File: src/common/ibc_pkg.sv
// Package with register map, field positions and constants of the bus condition sequencer
package ibc_pkg;
    // ------------------------------------------------------------
    // Register byte offsets
    // ------------------------------------------------------------
    localparam logic [7:0] OFS_BUFFER = 8'h00;
    localparam logic [7:0] OFS_RELOAD = 8'h04;
    localparam logic [7:0] OFS_CTRL_ONE = 8'h08;
    localparam logic [7:0] OFS_CTRL_TWO = 8'h0C;
    localparam logic [7:0] OFS_STATUS = 8'h10;
    localparam logic [7:0] OFS_IRQ_STATUS = 8'h14;
    localparam logic [7:0] OFS_IRQ_MASK = 8'h18;
    // ------------------------------------------------------------
    // Field positions
    // ------------------------------------------------------------
    localparam int CT2_RSTART = 1;
    localparam int CT2_STOP = 2;
    localparam int CT2_ACK = 4;
    localparam int CT2_ACK_DATA_VALUE = 5;
    localparam int CT1_WRITE_COLLISION_FLAG = 7;
    localparam int ST_START = 3;
    localparam int ST_STOP = 4;
    localparam int IRQ_PORT = 0;
    localparam int IRQ_BCOL = 1;
    localparam int IRQ_WRITE_COLLISION_FLAG = 2;
    localparam logic [7:0] CT2_LOCK_MASK = 8'h1F;
    // ------------------------------------------------------------
    // Reset values and response codes
    // ------------------------------------------------------------
    localparam logic [7:0] RST_BYTE = 8'h00;
    localparam logic [7:0] RST_RELOAD = 8'h04;
    localparam logic [2:0] RST_IRQ = 3'h0;
    localparam logic [1:0] RESP_OKAY = 2'h0;
    localparam logic [1:0] RESP_SLVERR = 2'h2;
    // ------------------------------------------------------------
    // Sequencer states
    // ------------------------------------------------------------
    typedef enum logic [3:0] {
        IBC_IDLE, RS_LOW, RS_SDA_UP, RS_SCL_UP, RS_HIGH, RS_SDA_LOW,
        AK_LOW, AK_SCL_UP, AK_HIGH, SP_SDA_LOW, SP_WAIT, SP_SCL_UP, SP_SDA_UP, SP_DONE
    } ibc_state_e;
endpackage

File: src/hdl/ibc_sequencer.sv
// I2C master bus condition sequencer with AXI4-Lite register slave
//
// The placing of the registers and the AXI4-Lite slave port are this design's own decisions.
`timescale 1ns/1ps
// Operation
// - Repeated start from idle drives clock low
// - Clock low: load reload<5:0>, release data
// - Timeout, data high: release clock, reload<6:0>
// - Data low one period, clear request
// - Start seen at once, flag after timeout
// - Repeated start ignored while busy
// - Collision on data low or clock drop
// - Buffer write during sequence sets collision flag
// - Lower five control bits locked meanwhile
// - Ack enable: clock low, present ack bit
// - Ack: period, release clock, period, low
// - Ack end clears enable, goes idle
// - Clock held low after ninth pulse
// - Stop: data low, count, clock, data up
// - Stop seen, period later flag set
module ibc_sequencer (
    input wire logic aclk,
    input wire logic aresetn,
    input wire logic clk_en,
    input wire logic [7:0] s_axi_awaddr,
    input wire logic s_axi_awvalid,
    output logic s_axi_awready,
    input wire logic [31:0] s_axi_wdata,
    input wire logic [3:0] s_axi_wstrb,
    input wire logic s_axi_wvalid,
    output logic s_axi_wready,
    output logic [1:0] s_axi_bresp,
    output logic s_axi_bvalid,
    input wire logic s_axi_bready,
    input wire logic [7:0] s_axi_araddr,
    input wire logic s_axi_arvalid,
    output logic s_axi_arready,
    output logic [31:0] s_axi_rdata,
    output logic [1:0] s_axi_rresp,
    output logic s_axi_rvalid,
    input wire logic s_axi_rready,
    input wire logic scl_in,
    output logic scl_out,
    output logic scl_oe,
    input wire logic sda_in,
    output logic sda_out,
    output logic sda_oe,
    output logic irq
);
    import ibc_pkg::*;

    // ------------------------------------------------------------
    // Declarations
    // ------------------------------------------------------------
    logic [7:0] serial_data_buffer;
    logic [7:0] baud_reload_value;
    logic [7:0] serial_port_control_one;
    logic [7:0] serial_port_control_two;
    logic [7:0] serial_port_status;
    logic [2:0] irq_status;
    logic [2:0] irq_mask;
    logic scl_m, scl_s, sda_m, sda_s, scl_p;
    logic [6:0] brg;
    logic brg_zero;
    ibc_state_e state;
    logic scl_drive_low, sda_drive_low;
    logic aw_held, w_held;
    logic [7:0] aw_addr;
    logic [31:0] w_data;
    logic [3:0] w_strb;
    logic wr_do, busy;
    logic ev_port, ev_bcol, ev_write_collision_flag, clr_rs, clr_ack, clr_stop;
    logic set_start, set_stop;

    assign brg_zero = (brg == 7'h00);
    assign busy = (state != IBC_IDLE);
    assign wr_do = aw_held && w_held && !s_axi_bvalid;

    // ------------------------------------------------------------
    // Pin synchronisers
    // ------------------------------------------------------------
    // Two stages per line; the second stage is read, and the clock keeps a third stage for edge detection
    always_ff @(posedge aclk) begin
        if (!aresetn) begin
            scl_m <= 1'b1;
            scl_s <= 1'b1;
            sda_m <= 1'b1;
            sda_s <= 1'b1;
            scl_p <= 1'b1;
        end else if (clk_en) begin
            scl_m <= scl_in;
            scl_s <= scl_m;
            sda_m <= sda_in;
            sda_s <= sda_m;
            scl_p <= scl_s;
        end
    end

    // ------------------------------------------------------------
    // Condition sequencer
    // ------------------------------------------------------------
    // Walks repeated start, acknowledge and stop against the generator
    always_ff @(posedge aclk) begin
        if (!aresetn) begin
            state <= IBC_IDLE;
            brg <= 7'h00;
            scl_drive_low <= 1'b0;
            sda_drive_low <= 1'b0;
            ev_port <= 1'b0;
            ev_bcol <= 1'b0;
            clr_rs <= 1'b0;
            clr_ack <= 1'b0;
            clr_stop <= 1'b0;
            set_start <= 1'b0;
            set_stop <= 1'b0;
        end else if (clk_en) begin
            ev_port <= 1'b0;
            ev_bcol <= 1'b0;
            clr_rs <= 1'b0;
            clr_ack <= 1'b0;
            clr_stop <= 1'b0;
            set_start <= 1'b0;
            set_stop <= 1'b0;
            if (!brg_zero) begin
                brg <= brg - 7'h01;
            end
            case (state)
                IBC_IDLE: begin
                    if (clr_rs || clr_ack || clr_stop || ev_bcol) begin
                        state <= IBC_IDLE; // Request bit still clearing
                    end else if (serial_port_control_two[CT2_RSTART]) begin
                        scl_drive_low <= 1'b1;
                        state <= RS_LOW;
                    end else if (serial_port_control_two[CT2_ACK]) begin
                        scl_drive_low <= 1'b1;
                        sda_drive_low <= !serial_port_control_two[CT2_ACK_DATA_VALUE];
                        brg <= baud_reload_value[6:0];
                        state <= AK_LOW;
                    end else if (serial_port_control_two[CT2_STOP]) begin
                        sda_drive_low <= 1'b1;
                        scl_drive_low <= 1'b1;
                        state <= SP_SDA_LOW;
                    end
                end
                RS_LOW: begin
                    if (!scl_s) begin
                        brg <= {1'b0, baud_reload_value[5:0]};
                        sda_drive_low <= 1'b0;
                        state <= RS_SDA_UP;
                    end
                end
                RS_SDA_UP: begin
                    if (brg_zero && sda_s) begin
                        scl_drive_low <= 1'b0;
                        state <= RS_SCL_UP;
                    end
                end
                RS_SCL_UP: begin
                    if (scl_s) begin
                        if (!sda_s) begin
                            state <= IBC_IDLE;
                            ev_bcol <= 1'b1;
                        end else begin
                            brg <= baud_reload_value[6:0];
                            state <= RS_HIGH;
                        end
                    end
                end
                RS_HIGH: begin
                    if (!scl_s || !sda_s) begin
                        state <= IBC_IDLE;
                        ev_bcol <= 1'b1;
                    end else if (brg_zero) begin
                        sda_drive_low <= 1'b1;
                        brg <= baud_reload_value[6:0];
                        state <= RS_SDA_LOW;
                    end
                end
                RS_SDA_LOW: begin
                    if (!sda_s && scl_s && scl_p) begin
                        set_start <= 1'b1;
                    end
                    if (brg_zero) begin
                        clr_rs <= 1'b1;
                        ev_port <= 1'b1;
                        state <= IBC_IDLE;
                    end
                end
                AK_LOW: begin
                    if (brg_zero) begin
                        scl_drive_low <= 1'b0;
                        state <= AK_SCL_UP;
                    end
                end
                AK_SCL_UP: begin
                    if (scl_s) begin
                        brg <= baud_reload_value[6:0];
                        state <= AK_HIGH;
                    end
                end
                AK_HIGH: begin
                    if (brg_zero) begin
                        scl_drive_low <= 1'b1;
                        clr_ack <= 1'b1;
                        ev_port <= 1'b1;
                        brg <= 7'h00;
                        state <= IBC_IDLE;
                    end
                end
                SP_SDA_LOW: begin
                    if (!sda_s) begin
                        brg <= baud_reload_value[6:0];
                        state <= SP_WAIT;
                    end
                end
                SP_WAIT: begin
                    if (brg_zero) begin
                        scl_drive_low <= 1'b0;
                        brg <= baud_reload_value[6:0];
                        state <= SP_SCL_UP;
                    end
                end
                SP_SCL_UP: begin
                    if (brg_zero) begin
                        sda_drive_low <= 1'b0;
                        state <= SP_SDA_UP;
                    end
                end
                SP_SDA_UP: begin
                    if (sda_s && scl_s) begin
                        set_stop <= 1'b1;
                        brg <= baud_reload_value[6:0];
                        state <= SP_DONE;
                    end
                end
                SP_DONE: begin
                    if (brg_zero) begin
                        clr_stop <= 1'b1;
                        ev_port <= 1'b1;
                        state <= IBC_IDLE;
                    end
                end
                default: begin
                    state <= IBC_IDLE;
                end
            endcase
            // Clock pulled low by another party before data was asserted
            if ((state == RS_SDA_UP || state == RS_SCL_UP) && scl_p && !scl_s
                && !scl_drive_low) begin
                state <= IBC_IDLE;
                ev_bcol <= 1'b1;
            end
            if (ev_bcol) begin
                scl_drive_low <= 1'b0;
                sda_drive_low <= 1'b0;
                clr_rs <= 1'b1;
                brg <= 7'h00;
            end
        end
    end

    // ------------------------------------------------------------
    // Registers and AXI4-Lite slave
    // ------------------------------------------------------------
    // Write channel capture, either order accepted
    always_ff @(posedge aclk) begin
        if (!aresetn) begin
            s_axi_awready <= 1'b1;
            s_axi_wready <= 1'b1;
            aw_addr <= RST_BYTE;
            w_data <= 32'h0000_0000;
            w_strb <= 4'h0;
            s_axi_bvalid <= 1'b0;
            s_axi_bresp <= RESP_OKAY;
        end else if (clk_en) begin
            if (s_axi_awvalid && s_axi_awready) begin
                s_axi_awready <= 1'b0;
                aw_addr <= s_axi_awaddr;
            end
            if (s_axi_wvalid && s_axi_wready) begin
                s_axi_wready <= 1'b0;
                w_data <= s_axi_wdata;
                w_strb <= s_axi_wstrb;
            end
            if (wr_do) begin
                s_axi_awready <= 1'b1;
                s_axi_wready <= 1'b1;
                s_axi_bvalid <= 1'b1;
                s_axi_bresp <= (aw_addr > OFS_IRQ_MASK || aw_addr[1:0] != 2'h0)
                    ? RESP_SLVERR : RESP_OKAY;
            end else if (s_axi_bvalid && s_axi_bready) begin
                s_axi_bvalid <= 1'b0;
            end
        end
    end

    assign aw_held = !s_axi_awready;
    assign w_held = !s_axi_wready;

    // Register writes and hardware updates; hardware set wins over clear
    always_ff @(posedge aclk) begin
        if (!aresetn) begin
            serial_data_buffer <= RST_BYTE;
            baud_reload_value <= RST_RELOAD;
            serial_port_control_one <= RST_BYTE;
            serial_port_control_two <= RST_BYTE;
            serial_port_status <= RST_BYTE;
            irq_status <= RST_IRQ;
            irq_mask <= RST_IRQ;
            ev_write_collision_flag <= 1'b0;
        end else if (clk_en) begin
            ev_write_collision_flag <= 1'b0;
            if (wr_do && w_strb[0]) begin
                case (aw_addr)
                    OFS_BUFFER: begin
                        if (busy) begin
                            ev_write_collision_flag <= 1'b1;
                        end else begin
                            serial_data_buffer <= w_data[7:0];
                        end
                    end
                    OFS_RELOAD: baud_reload_value <= w_data[7:0];
                    OFS_CTRL_ONE: serial_port_control_one <= w_data[7:0];
                    OFS_CTRL_TWO: begin
                        if (busy) begin
                            serial_port_control_two <= (serial_port_control_two
                                & CT2_LOCK_MASK) | (w_data[7:0] & ~CT2_LOCK_MASK);
                        end else begin
                            serial_port_control_two <= w_data[7:0];
                        end
                    end
                    OFS_STATUS: serial_port_status <= w_data[7:0];
                    OFS_IRQ_STATUS: irq_status <= irq_status & ~w_data[2:0];
                    OFS_IRQ_MASK: irq_mask <= w_data[2:0];
                    default: begin
                    end
                endcase
            end
            if (clr_rs) serial_port_control_two[CT2_RSTART] <= 1'b0;
            if (clr_ack) serial_port_control_two[CT2_ACK] <= 1'b0;
            if (clr_stop) serial_port_control_two[CT2_STOP] <= 1'b0;
            if (ev_write_collision_flag) serial_port_control_one[CT1_WRITE_COLLISION_FLAG] <= 1'b1;
            if (set_start) begin
                serial_port_status[ST_START] <= 1'b1;
                serial_port_status[ST_STOP] <= 1'b0;
            end
            if (set_stop) begin
                serial_port_status[ST_STOP] <= 1'b1;
                serial_port_status[ST_START] <= 1'b0;
            end
            if (ev_port) irq_status[IRQ_PORT] <= 1'b1;
            if (ev_bcol) irq_status[IRQ_BCOL] <= 1'b1;
            if (ev_write_collision_flag) irq_status[IRQ_WRITE_COLLISION_FLAG] <= 1'b1;
        end
    end

    // Read channel, one register per word
    always_ff @(posedge aclk) begin
        if (!aresetn) begin
            s_axi_arready <= 1'b0;
            s_axi_rvalid <= 1'b0;
            s_axi_rdata <= 32'h0000_0000;
            s_axi_rresp <= RESP_OKAY;
        end else if (clk_en) begin
            s_axi_arready <= 1'b0;
            if (s_axi_arvalid && !s_axi_arready && !s_axi_rvalid) begin
                s_axi_arready <= 1'b1;
                s_axi_rvalid <= 1'b1;
                s_axi_rresp <= RESP_OKAY;
                case (s_axi_araddr)
                    OFS_BUFFER: s_axi_rdata <= {24'h0, serial_data_buffer};
                    OFS_RELOAD: s_axi_rdata <= {24'h0, baud_reload_value};
                    OFS_CTRL_ONE: s_axi_rdata <= {24'h0, serial_port_control_one};
                    OFS_CTRL_TWO: s_axi_rdata <= {24'h0, serial_port_control_two};
                    OFS_STATUS: s_axi_rdata <= {24'h0, serial_port_status};
                    OFS_IRQ_STATUS: s_axi_rdata <= {29'h0, irq_status};
                    OFS_IRQ_MASK: s_axi_rdata <= {29'h0, irq_mask};
                    default: begin
                        s_axi_rdata <= 32'h0000_0000;
                        s_axi_rresp <= RESP_SLVERR;
                    end
                endcase
            end else if (s_axi_rvalid && s_axi_rready) begin
                s_axi_rvalid <= 1'b0;
            end
        end
    end

    // ------------------------------------------------------------
    // Pin drivers and interrupt
    // ------------------------------------------------------------
    // Open drain: drive low only, enable while pulling
    always_ff @(posedge aclk) begin
        if (!aresetn) begin
            scl_out <= 1'b0;
            scl_oe <= 1'b0;
            sda_out <= 1'b0;
            sda_oe <= 1'b0;
            irq <= 1'b0;
        end else if (clk_en) begin
            scl_oe <= scl_drive_low;
            sda_oe <= sda_drive_low;
            irq <= |(irq_status & irq_mask);
        end
    end
endmodule

File: config.mk
export PLATFORM = sky130hd
export DESIGN_NAME = ibc_sequencer
export DESIGN_NICKNAME = d
export VERILOG_FILES = /design/src/common/ibc_pkg.sv /design/src/hdl/ibc_sequencer.sv
export SDC_FILE = /design/constraint.sdc
export NUM_CORES = 1
export LEC_CHECK = 0
export ABC_AREA = 1
export BUFFER_PORTS_ARGS = -buffer_cell sky130_fd_sc_hd__buf_4
export CORE_MARGIN = 4
export CORE_UTILIZATION = 40
export DETAILED_ROUTE_END_ITERATION = 8
export PLACE_DENSITY_LB_ADDON = 0.1
export REMOVE_ABC_BUFFERS = 1
export SKIP_CTS_REPAIR_TIMING = 1
export SLEW_MARGIN = 5
export SYNTH_ARGS = -nofsm -noshare
export SYNTH_HDL_FRONTEND = slang
export SYNTH_SLANG_ARGS = --single-unit
File: constraint.sdc
create_clock -name aclk -period 2.4 [get_ports aclk]
set_input_delay 0.24 -clock aclk [delete_from_list [all_inputs] [get_ports aclk]]
set_output_delay 0.24 -clock aclk [all_outputs]
set_load 0.005 [all_outputs]
# --- Yosys cells after proc, flatten, opt, wreduce, memory -nomap -nowiden ---
# Cells that the tools add are included.
classes:
  n_eq_ne: 48
  n_bitwise: 5
  muxes: 98
  addsub: 1
  magnitude_cmp: 1
  n_reduce_logical: 87
ops:
  columns: ["operator", "n"]
  rows:
  - ["2-to-1 mux 7 bit", 14]
  - ["2-to-1 mux 4 bit", 17]
  - ["case mux 7 bit (9 select lines)", 1]
  - ["case mux 8 bit (7 select lines)", 1]
  - ["== test 8 x 5 -> 1 bit (second input constant)", 6]
  - ["case mux 4 bit (12 select lines)", 1]
  - ["2-to-1 mux 1 bit", 47]
  - ["inequality test 3 bit (second input constant)", 15]
  - ["AND reduction 3 bit", 13]
  - ["nonzero test 2 bit", 18]
  - ["== test 8 x 4 -> 1 bit (second input constant)", 4]
  - ["== test 4 bit (second input constant)", 6]
  - ["2-to-1 mux 8 bit", 3]
  - ["2-to-1 mux 5 bit", 4]
  - ["== test 4 x 3 -> 1 bit (second input constant)", 4]
  - ["== test 8 x 3 -> 1 bit (second input constant)", 2]
  - ["logical AND 1 bit", 16]
  - ["logical NOT 8 bit", 2]
  - ["AND reduction 2 bit", 8]
  - ["AND reduction 13 bit", 1]
  - ["nonzero test 5 bit", 2]
  - ["logical NOT 1 bit", 9]
  - ["2-to-1 mux 3 bit", 3]
  - ["AND reduction 9 bit", 1]
  - ["26 further kinds", 42]
totals:
  output_inout_bits: 46
  register_bits: 133
  inputBits: 62
  word_cells: 285

# --- Depth between registers and ports, before layout ---
# Gate-level depths: netlist of the first run.
logic_depth:
  word_depth: 7
  mapped_depth: 14
  mapped_depth_nobuf: 13

# --- Worst setup path before layout of the first run ---
# OpenSTA, ideal clock, no wires.
synth_timing:
  kind: "register -> register"
  start: "reg brg[0]"
  end: "reg brg[0]"
  required_ns: 2.268
  path_stages_with_launch: 13
  t_arrival_ns: 1.898
  setup_ns: 0.132
  n_path_buf: 1
  slack_ns: 0.369
  path_cell_list: "dfxtp_1 inv_1 ha_1 nand4_1 buf_2 ha_1 nand2_1 o211ai_1 o21ai_0 nor2_1 nand3_1 o21ai_0 a21oi_1"
synth_via:
  elab_chain_len: 7
synth_rtl:
  columns: ["element", "line_no", "rtl"]
  rows:
  - ["start: declaration", "ibc_sequencer.sv:63", "logic [6:0] brg;"]
  - ["start signal: assignment", "ibc_sequencer.sv:125", "brg <= brg - 7'h01;"]
  - ["start signal: assignment", "ibc_sequencer.sv:137", "brg <= baud_reload_value[6:0];"]
  - ["start signal: assignment", "ibc_sequencer.sv:147", "brg <= {1'b0, baud_reload_value[5:0]};"]
  - ["subtractor 7 x 1 -> 7 bit / logical NOT 7 bit (equally long branches)", "ibc_sequencer.sv:125, ibc_sequencer.sv:75", null]
  - ["2-to-1 mux 7 bit", "ibc_sequencer.sv:124", "if (!brg_zero) begin"]
  - ["2-to-1 mux 7 bit", "ibc_sequencer.sv:134", "end else if (serial_port_control_two[CT2_ACK]) begin"]
  - ["2-to-1 mux 7 bit", "ibc_sequencer.sv:131", "end else if (serial_port_control_two[CT2_RSTART]) begin"]
  - ["2-to-1 mux 7 bit", "ibc_sequencer.sv:129", "if (clr_rs || clr_ack || clr_stop || ev_bcol) begin"]
  - ["case mux 7 bit (9 select lines) (*)", "ibc_sequencer.sv:127", "case (state)"]
  - ["2-to-1 mux 7 bit (*)", "ibc_sequencer.sv:253", "if (ev_bcol) begin"]
# Every way passes the cells marked *; elsewhere a longest branch is shown, timed or not.
# A chain may end at the register's enable or synchronous reset.

# --- Worst setup path after layout of the first run ---
# Ends and elaborated chain as after synthesis.

==> results by group, run 1 <==
Status
  – Outcome: complete, no violations

STA
  – Endpoints failing hold: 0
  – Final setup viols: 0
  – Final Slew Violations: 0
  – Slew HR: 0.568
  – Slew @ Worst Pin: 0.645 ns
  – RSZ-0062 raised after global routing: no
  – Final worst-path cycle share: 0.861
  – Final worst-path setup slack: 0.335 ns
  – Fmax: 484 MHz
  – Final clock skew: 0.00759 ns
  – Minimum clock period: 2.07 ns
  – Setup TNS: 0 ns

Place
  – Placer Congestion: 0.882
  – Cells after DPL: 1,072
  – DPL Wire Length: 12,700 µm
  – Setup slack at placement: 0.360 ns
  – Port Buffers: 52

Power
  – LEAKAGE: 2.86 nW
  – Pwr/cell area: 841 nW/µm²
  – Max VDD drop: 0.000422 V
  – Total Power: 5.52 mW

Synth
  – Share of synthesized registers carrying an async set or reset: 0
  – Sequential cell area fraction in the yosys report: 0.370
  – Post-Syn Instances: 857
  – Netlist cell types: 43
  – Syn avg cell area: 6.76 µm²
  – Ys Warns: 0
  – Post-Synthesis Cell Area: 5800 µm²
  – Number of synthesized flops with an enable pin: 0
  – FF+latch count, synth: 107
  – Synth Flop Type: dfxtp_1

Final layout
  – Layout fillers: 1,451
  – Sequential cell area: 2140 µm²
  – Final core utilization: 0.467
  – Net count, final: 968
  – Area growth from synthesis to layout: 13.2%
  – Layout cell share with drive strength beyond 1: 0.140
  – Area of the multi-input gates: 3080 µm²
  – Fin cells: 1,089

Clock tree
  – CTS tree: built
  – CTS H-tree depth: 3
  – CTS sink count: 107
  – Clock tree root driver cell: clkbuf_16
  – Worst-case clock buffer depth: 2
  – Num CTS Buffers: 9
  – Clk slew on worst S/H paths: 0.07 ns
  – Clk_lat worst skew: 0.35 ns

Setup path
  – Setup CP Type: reg -> reg
  – CP top delay family: adder cells
  – Crit path largest cell delay: 0.41 ns
  – CP bufs+invs: 1
  – CP Capture Type: flop
  – Worst-path maximum fanout: 7
  – Worst EP required: 2.63 ns
  – Startpoint types: flop
  – Slack of the worst reg-to-reg path: 0.33 ns
  – CP Cell Sequence: inv_1 > ha_1 > nand4_1 > ha_1 > nand2_1 > o211ai_1 > o21ai_0 > nor2_1 > nand3_1 > o21ai_0 > a21oi_1
  – CP arrival: 2.30 ns
  – Slowest stage cell, crit path: ha_1

Die
  – Starting density of the core: 0.413
  – Die Ht: 128 µm
  – Die Width: 128 µm
  – Core area: 14,000 µm²
  – FP Rows: 43
  – DIE AREA: 16,500 µm²
  – I/O pins: 108

Route
  – Total detailed-routing wirelength: 16,800 µm
  – DRT antenna net count: 0
  – Drt wl/cell: 15.4 µm
  – Total iterations of the first detailed-routing run: 5
  – Vias per cell: 5.29
  – Vias: 5,764
  – DRC: 0
  – Iter 0 DRT Violations: 332

GRT
  – Vias in the first global route: 5,434
  – Grt total ovfl: 0
  – Largest net degree at the start of global routing: 45
  – Initial antenna violation count: 0
  – First-pass GRT wire length: 27,400 µm
  – GRT Overall Usage: 0.208

Flow run
  – Max_cap viols: 0

Min path
  – Type of the worst min-delay path: in -> reg
## area by class of cell
| class | instances | share of cell area |
|---|---|---|
| timing repair buffer | 64 | 0.0732 |
| clock inverter | 4 | 0.00782 |
| sequential | 107 | 0.326 |
| clock buffer | 12 | 0.0360 |
| inverter | 91 | 0.0524 |
| tap | 180 | 0.0343 |
| antenna | 1 | 0.000381 |
| multi-input combinational | 630 | 0.469 |
## kinds of logic (layout without fill, tap and decap cells)
family / Yosys count / in the layout / synth area share
simple gates: 374 / 374 / 0.299
fa+ha+maj: 3 / 3 / 0.00648
flops: 107 / 107 / 0.370
compound gates: 223 / 223 / 0.205
buf+inv: 147 / 171 / 0.117
other cells: 1 / 29 / 0.000647
xor+xnor: 2 / 2 / 0.00302
## layout by cell type (no fill, tap or decap), drive strengths merged
master    netlist  layout
ha              3       3
a22oi           1       1
bufinv          0       1
clkinvlp        0       1
dfxtp         107     107
buf            39      64
nor4            1       1
clkbuf         17      12
a41oi           1       1
o21ai          95      95
a31oi           4       4
o21a            1       1
o21bai          1       1
o211ai          7       7
nand3          53      53
a21oi          98      98
o31ai           4       4
o2bb2ai         1       1
or2             1       1
o22ai           4       4
conb            1      28
nor3           17      17
and3            2       2
nand2         201     201
nor2           83      83
inv            91      91
nor3b           1       1
xor2            2       2
nand4          15      15
a211oi          6       6
clkinv          0       2
diode           0       1
## power breakdown
group          internal, mW  total (mW)  switching (mW)
combinational         0.684        2.02            1.34
clock                 0.811        1.47           0.657
sequential             1.89        2.03           0.137
## synthesized netlist by cell type (2+ instances only)
cell type | n | share of area
nor3_4 | 2 | 0.0056
a211oi_1 | 6 | 0.0078
buf_1 | 3 | 0.0019
inv_2 | 12 | 0.0078
nand2_2 | 7 | 0.0076
nor3_2 | 3 | 0.0052
nand2_1 | 192 | 0.12
nor2_4 | 5 | 0.0097
a31oi_1 | 4 | 0.0043
buf_2 | 5 | 0.0043
dfxtp_1 | 107 | 0.37
o22ai_1 | 4 | 0.0043
o211ai_1 | 7 | 0.0091
and3_1 | 2 | 0.0022
o21ai_0 | 91 | 0.079
inv_1 | 78 | 0.051
nor3_1 | 12 | 0.010
a21oi_1 | 97 | 0.084
o31ai_1 | 4 | 0.0052
o21ai_1 | 4 | 0.0035
xor2_1 | 2 | 0.0030
clkbuf_1 | 17 | 0.011
nor2_1 | 65 | 0.042
nand2_4 | 2 | 0.0039
buf_4 | 31 | 0.040
ha_1 | 3 | 0.0065
nand4_1 | 14 | 0.015
nand3_1 | 52 | 0.045
nor2_2 | 12 | 0.013
## worst paths after layout
check | startpoint | end | depth (start not counted)
worst min-delay path | sda_in | sda_m$_SDFFE_PN1P_ | 3
worst max-delay path | brg[0]$_SDFFE_PN0P_ | brg[0]$_SDFFE_PN0P_ | 11
worst max register to register | brg[0]$_SDFFE_PN0P_ | brg[0]$_SDFFE_PN0P_ | 11
worst min register to register | aw_addr[1]$_SDFFE_PN0P_ | aw_addr[1]$_SDFFE_PN0P_ | 2
## routing by layer
| metal | vias to the layer above | wire length (µm) | GRT usage |
|---|---|---|---|
| met2 | 177 | 7630 | 0.337 |
| met3 | 14 | 973 | 0.0353 |
| met5 | - | 0 | 0 |
| met4 | 0 | 212 | 0.0637 |
| met1 | 2686 | 8010 | 0.285 |
| li1 | 2887 | - | - |
## state kept, by name (all words and copies together) (netlist names), 3 cells and up
name / count
baud_reload_value: 8
brg: 7
irq_status: 3
s_axi_rdata: 8
aw_addr: 8
irq_mask: 3
serial_port_control_two: 8
w_data: 8
serial_port_status: 8
state: 4
serial_port_control_one: 8
serial_data_buffer: 8
## metrics by stage
stage                     hold WS [ns]  cell area [µm²]
after floorplan                  0.324             5570
after global placement           0.434             6270
after detailed placement         0.438             6270
after global routing             0.120             6560
final                            0.107             6560
after CTS                       0.0935             6560
## worst register-to-register path: cells and delay by family (launching register included)
family                   cells  cell delay (ns)
AND/OR/NAND/NOR              4             0.40
flip-flops                   1             0.31
adder cells (fa/ha/maj)      2             0.62
AO/OA/AOI/OAI                4             0.41
buffers and inverters        1             0.20
(Power assumes the default switching activity.)
==> inputs of run 2 (changes only) <==
--- a/config.mk
+++ b/config.mk
@@ -5,7 +5,6 @@
 export SDC_FILE = /design/constraint.sdc
 export NUM_CORES = 1
 export LEC_CHECK = 0
-export ABC_AREA = 1
 export BUFFER_PORTS_ARGS = -buffer_cell sky130_fd_sc_hd__buf_4
 export CORE_MARGIN = 4
 export CORE_UTILIZATION = 40
==> run 2 against run 1 <==
Compared with the run above: power shrank 5.1%; setup slack got worse by 0.20 ns; sequential share of layout area fell by 1.8 points; clock skew is essentially flat; via count shrank 4.6%; clock power increased by 3%; clock-buffer cell count decreased by 2; critical path depth is 5 lower; area after synthesis is 2.0% higher; design area is 5.8% higher; hold slack got worse by 0.0038 ns; critical endpoint is now brg[3]$_SDFFE_PN0P_.
==> results by group, run 2 <==
Power
  – Max VDD drop: 0.000325 V (-23%)
  – LEAKAGE: 2.77 nW (-3.2%)
  – Pwr/cell area: 755 nW/µm² (-10%)

Final layout
  – # diodes: 0 (-1)
  – Layout fillers: 1,446 (-0.34%)
  – Final core utilization: 0.477 (+0.0102)
  – Net count, final: 858 (-11%)
  – Commonest non-fill, non-tap cell in the layout: dfxtp_1
  – Area growth from synthesis to layout: 17.3%
  – Most frequent cells in the layout: dfxtp_1 (107), buf_4 (96), nand2_1 (92)
  – Layout cell share with drive strength beyond 1: 0.187 (+0.0468)
  – Fin cells: 982 (-9.8%)

Clock tree
  – CTS sink count: 107 (unchanged)
  – Clk_lat worst skew: 0.36 ns (about the same)
  – Num CTS Buffers: 9 (unchanged)
  – Clock tree root driver cell: clkbuf_16
  – CTS H-tree depth: 3 (unchanged)
  – Clk slew on worst S/H paths: 0.07 ns (about the same)
  – CTS tree: built
  – Worst-case clock buffer depth: 2 (unchanged)

Flow run
  – Max_cap viols: 0 (unchanged)

GRT
  – Met1 Resource Use GR: 0.287 (+0.00221)
  – Met3 Usage GRT: 0.0305 (-0.00478)
  – Largest net degree at the start of global routing: 87 (+93%)
  – Initial antenna violation count: 0 (unchanged)
  – GRT Overall Usage: 0.210 (+0.00136)
  – Grt total ovfl: 0 (unchanged)
  – Gr busiest metal: met2
  – GR Util met2: 0.335 (-0.00165)
  – Vias in the first global route: 5,194 (-4.4%)
  – First-pass GRT wire length: 27,700 µm (+1.0%)

Die
  – Starting density of the core: 0.407 (-0.00587)
  – FP Rows: 44 (+2.3%)
  – DIE AREA: 16,800 µm² (+1.9%)
  – Core area: 14,500 µm² (+3.5%)
  – I/O pins: 108 (unchanged)
  – Die Width: 130 µm (+0.95%)
  – Die Ht: 130 µm (+0.95%)

STA
  – RSZ-0062 raised after global routing: no
  – Final worst-path cycle share: 0.943 (+0.0823)
  – Hold WS: 0.103 ns (-0.00378 ns)
  – Final clock skew: 0.00747 ns (-0.000117 ns)
  – Final setup viols: 0 (unchanged)
  – Minimum clock period: 2.26 ns (+0.198 ns)
  – Fmax: 442 MHz (-8.7%)
  – Final Slew Violations: 0 (unchanged)
  – Final worst-path setup slack: 0.137 ns (-0.198 ns)
  – Endpoints failing hold: 0 (unchanged)
  – Slew HR: 0.575 (+0.00724)
  – Slew @ Worst Pin: 0.632 ns (-0.0132 ns)

Setup path
  – Reg2reg start: state[0]$_SDFFE_PN0P_
  – Startpoint types: flop
  – Worst EP required: 2.65 ns (+0.02 ns)
  – CP bufs+invs: 0 (-1)
  – Register-to-Register Path Depth: 6 (-5)
  – Worst-path maximum fanout: 13 (+6)
  – Reg-to-reg endpoint: brg[3]$_SDFFE_PN0P_
  – CP Capture Type: flop
  – CP arrival: 2.51 ns (+0.21 ns)
  – CP Cell Sequence: nor4_4 > and3_1 > nor2_1 > o211ai_2 > and3_1 > a221o_1
  – Crit path largest cell delay: 0.66 ns (+0.25 ns)
  – CP top delay family: simple AND/OR/NAND/NOR gates
  – Cell mode on critical path: and3_1
  – Setup CP Type: reg -> reg
  – Slowest stage cell, crit path: dfxtp_1
  – Slack of the worst reg-to-reg path: 0.14 ns (-0.20 ns)

Route
  – Iter 0 DRT Violations: 511 (+54%)
  – Total detailed-routing wirelength: 17,500 µm (+4.1%)
  – Total iterations of the first detailed-routing run: 7 (+2)
  – Vias: 5,499 (-4.6%)
  – DRC: 0 (unchanged)
  – DRT antenna net count: 0 (unchanged)
  – Drt wl/cell: 17.8 µm (+15%)
  – Vias per cell: 5.60 (+5.8%)

Min path
  – Hold Path End: scl_m$_SDFFE_PN1P_
  – Hold Crit Depth: 3 (unchanged)
  – Type of the worst min-delay path: in -> reg
  – Min-Delay Startpoint: scl_in

Synth
  – Synth Flop Type: dfxtp_1
  – Synth area leaders: dfxtp_1 (36%), mux2i_1 (7.6%), nand2_1 (5.8%), a21oi_1 (5.4%), nor2_1 (5.0%)
  – Most common cell in the netlist: dfxtp_1
  – Top cell type by total area after synthesis: dfxtp_1
  – Top cell type's share of synthesized area: 0.362 (-0.00735)
  – FF+latch count, synth: 107 (unchanged)
  – Netlist cell types: 76 (+77%)
  – Post-Synthesis Cell Area: 5910 µm² (+2.0%)
  – Synth cell count leaders: dfxtp_1 (107), nand2_1 (92), nor2_1 (78), a21oi_1 (64), mux2i_1 (45)
  – Sequential cell area fraction in the yosys report: 0.362 (-0.00735)
  – Number of synthesized flops with an enable pin: 0 (unchanged)
  – Ys Warns: 0 (unchanged)
  – Syn avg cell area: 8.09 µm² (+20%)
  – Post-Syn Instances: 731 (-15%)
  – Share of synthesized registers carrying an async set or reset: 0 (unchanged)

Place
  – Setup slack at placement: 0.189 ns (-0.171 ns)
  – Port Buffers: 52 (unchanged)
  – DPL Wire Length: 12,500 µm (-1.4%)
  – Placer Congestion: 0.902 (+2.3%)
  – Cells after DPL: 965 (-10%)

Status
  – Outcome: complete, no violations
## run 2: cell types whose count changed in the layout (fill, tap and decap cells not counted), moves of 11 or more
cell     previous run  this run
inv_1              78        10
o21ai_0            91        30
buf_4              64        96
nor2_2             12         0
a21oi_1            97        64
nand3_1            52        21
mux2i_1             0        45
and2_1              0        11
nand2_1           192        92
mux2_2              0        17
nor2_1             65        78
## run 2: cell families (layout without fill, tap and decap cells)
logic type,after synthesis,after routing,share of synthesized area
AND/OR/NAND/NOR,293,293,0.248
AO/OA/AOI/OAI,175,175,0.192
flip-flops,107,107,0.362
buffers and inverters,89,129,0.0806
multiplexers,62,62,0.109
adder cells (fa/ha/maj),3,3,0.00635
other,1,28,0.000634
XOR/XNOR,1,1,0.00148
## run 2: how the worst max path moves through the flow
stage	start	slack, ns	cells past startpoint	to
6_report	state[0]$_SDFFE_PN0P_	0.14	6	brg[3]$_SDFFE_PN0P_
4_1_cts	brg[1]$_SDFFE_PN0P_	0.16	8	sda_drive_low$_SDFFE_PN0P_
3_3_place_gp	state[0]$_SDFFE_PN0P_	0.18	6	brg[3]$_SDFFE_PN0P_
5_1_grt	state[0]$_SDFFE_PN0P_	0.01	6	brg[3]$_SDFFE_PN0P_
3_5_place_dp	state[0]$_SDFFE_PN0P_	0.19	6	brg[3]$_SDFFE_PN0P_
2_1_floorplan	aresetn	-0.06	5	brg[3]$_SDFFE_PN0P_
## run 2: area by class of cell
| cell class | instances | area (µm²) | area share |
|---|---|---|---|
| multi-input cells | 562 | 3400 | 0.490 |
| clock inverters | 6 | 72.6 | 0.0105 |
| flip-flops and latches | 107 | 2140 | 0.309 |
| inverters | 12 | 45.0 | 0.00649 |
| well taps | 184 | 230 | 0.0332 |
| clock buffers | 10 | 229 | 0.0330 |
| repair buffers | 101 | 821 | 0.118 |
## run 2: worst reg2reg max path: stages, from the launching register on
cell and delay [ns]:
dfxtp_1 0.66, nor4_4 0.13, and3_1 0.20, nor2_1 0.40, o211ai_2 0.25, and3_1 0.24, a221o_1 0.26
## run 2: per-stage QoR
| step | power (mW) | area, µm² | setup TNS, ns |
|---|---|---|---|
| global route | 5.54 | 6940 | 0 |
| detailed placement | 3.72 | 6630 | 0 |
| global placement | 3.71 | 6630 | 0 |
| floorplan | 2.98 | 5580 | -0.0630 |
| CTS | 5.24 | 6930 | 0 |
| finish | 5.24 | 6940 | 0 |
## run 2: power by group
group / total (mW) / switching (mW) / leakage (nW) / internal [mW]
logic: 1.73 / 0.955 / 1.76 / 0.779
clock network: 1.52 / 0.699 / 0.137 / 0.821
registers: 1.98 / 0.113 / 0.867 / 1.87
total: 5.24 / 1.77 / 2.77 / 3.47
## run 2: metal layers
layer | part of all wire | up-vias
met2 | 0.47 | 154
met3 | 0.044 | 28
li1 | - | 2687
met1 | 0.46 | 2630
met5 | 0 | -
met4 | 0.028 | 0
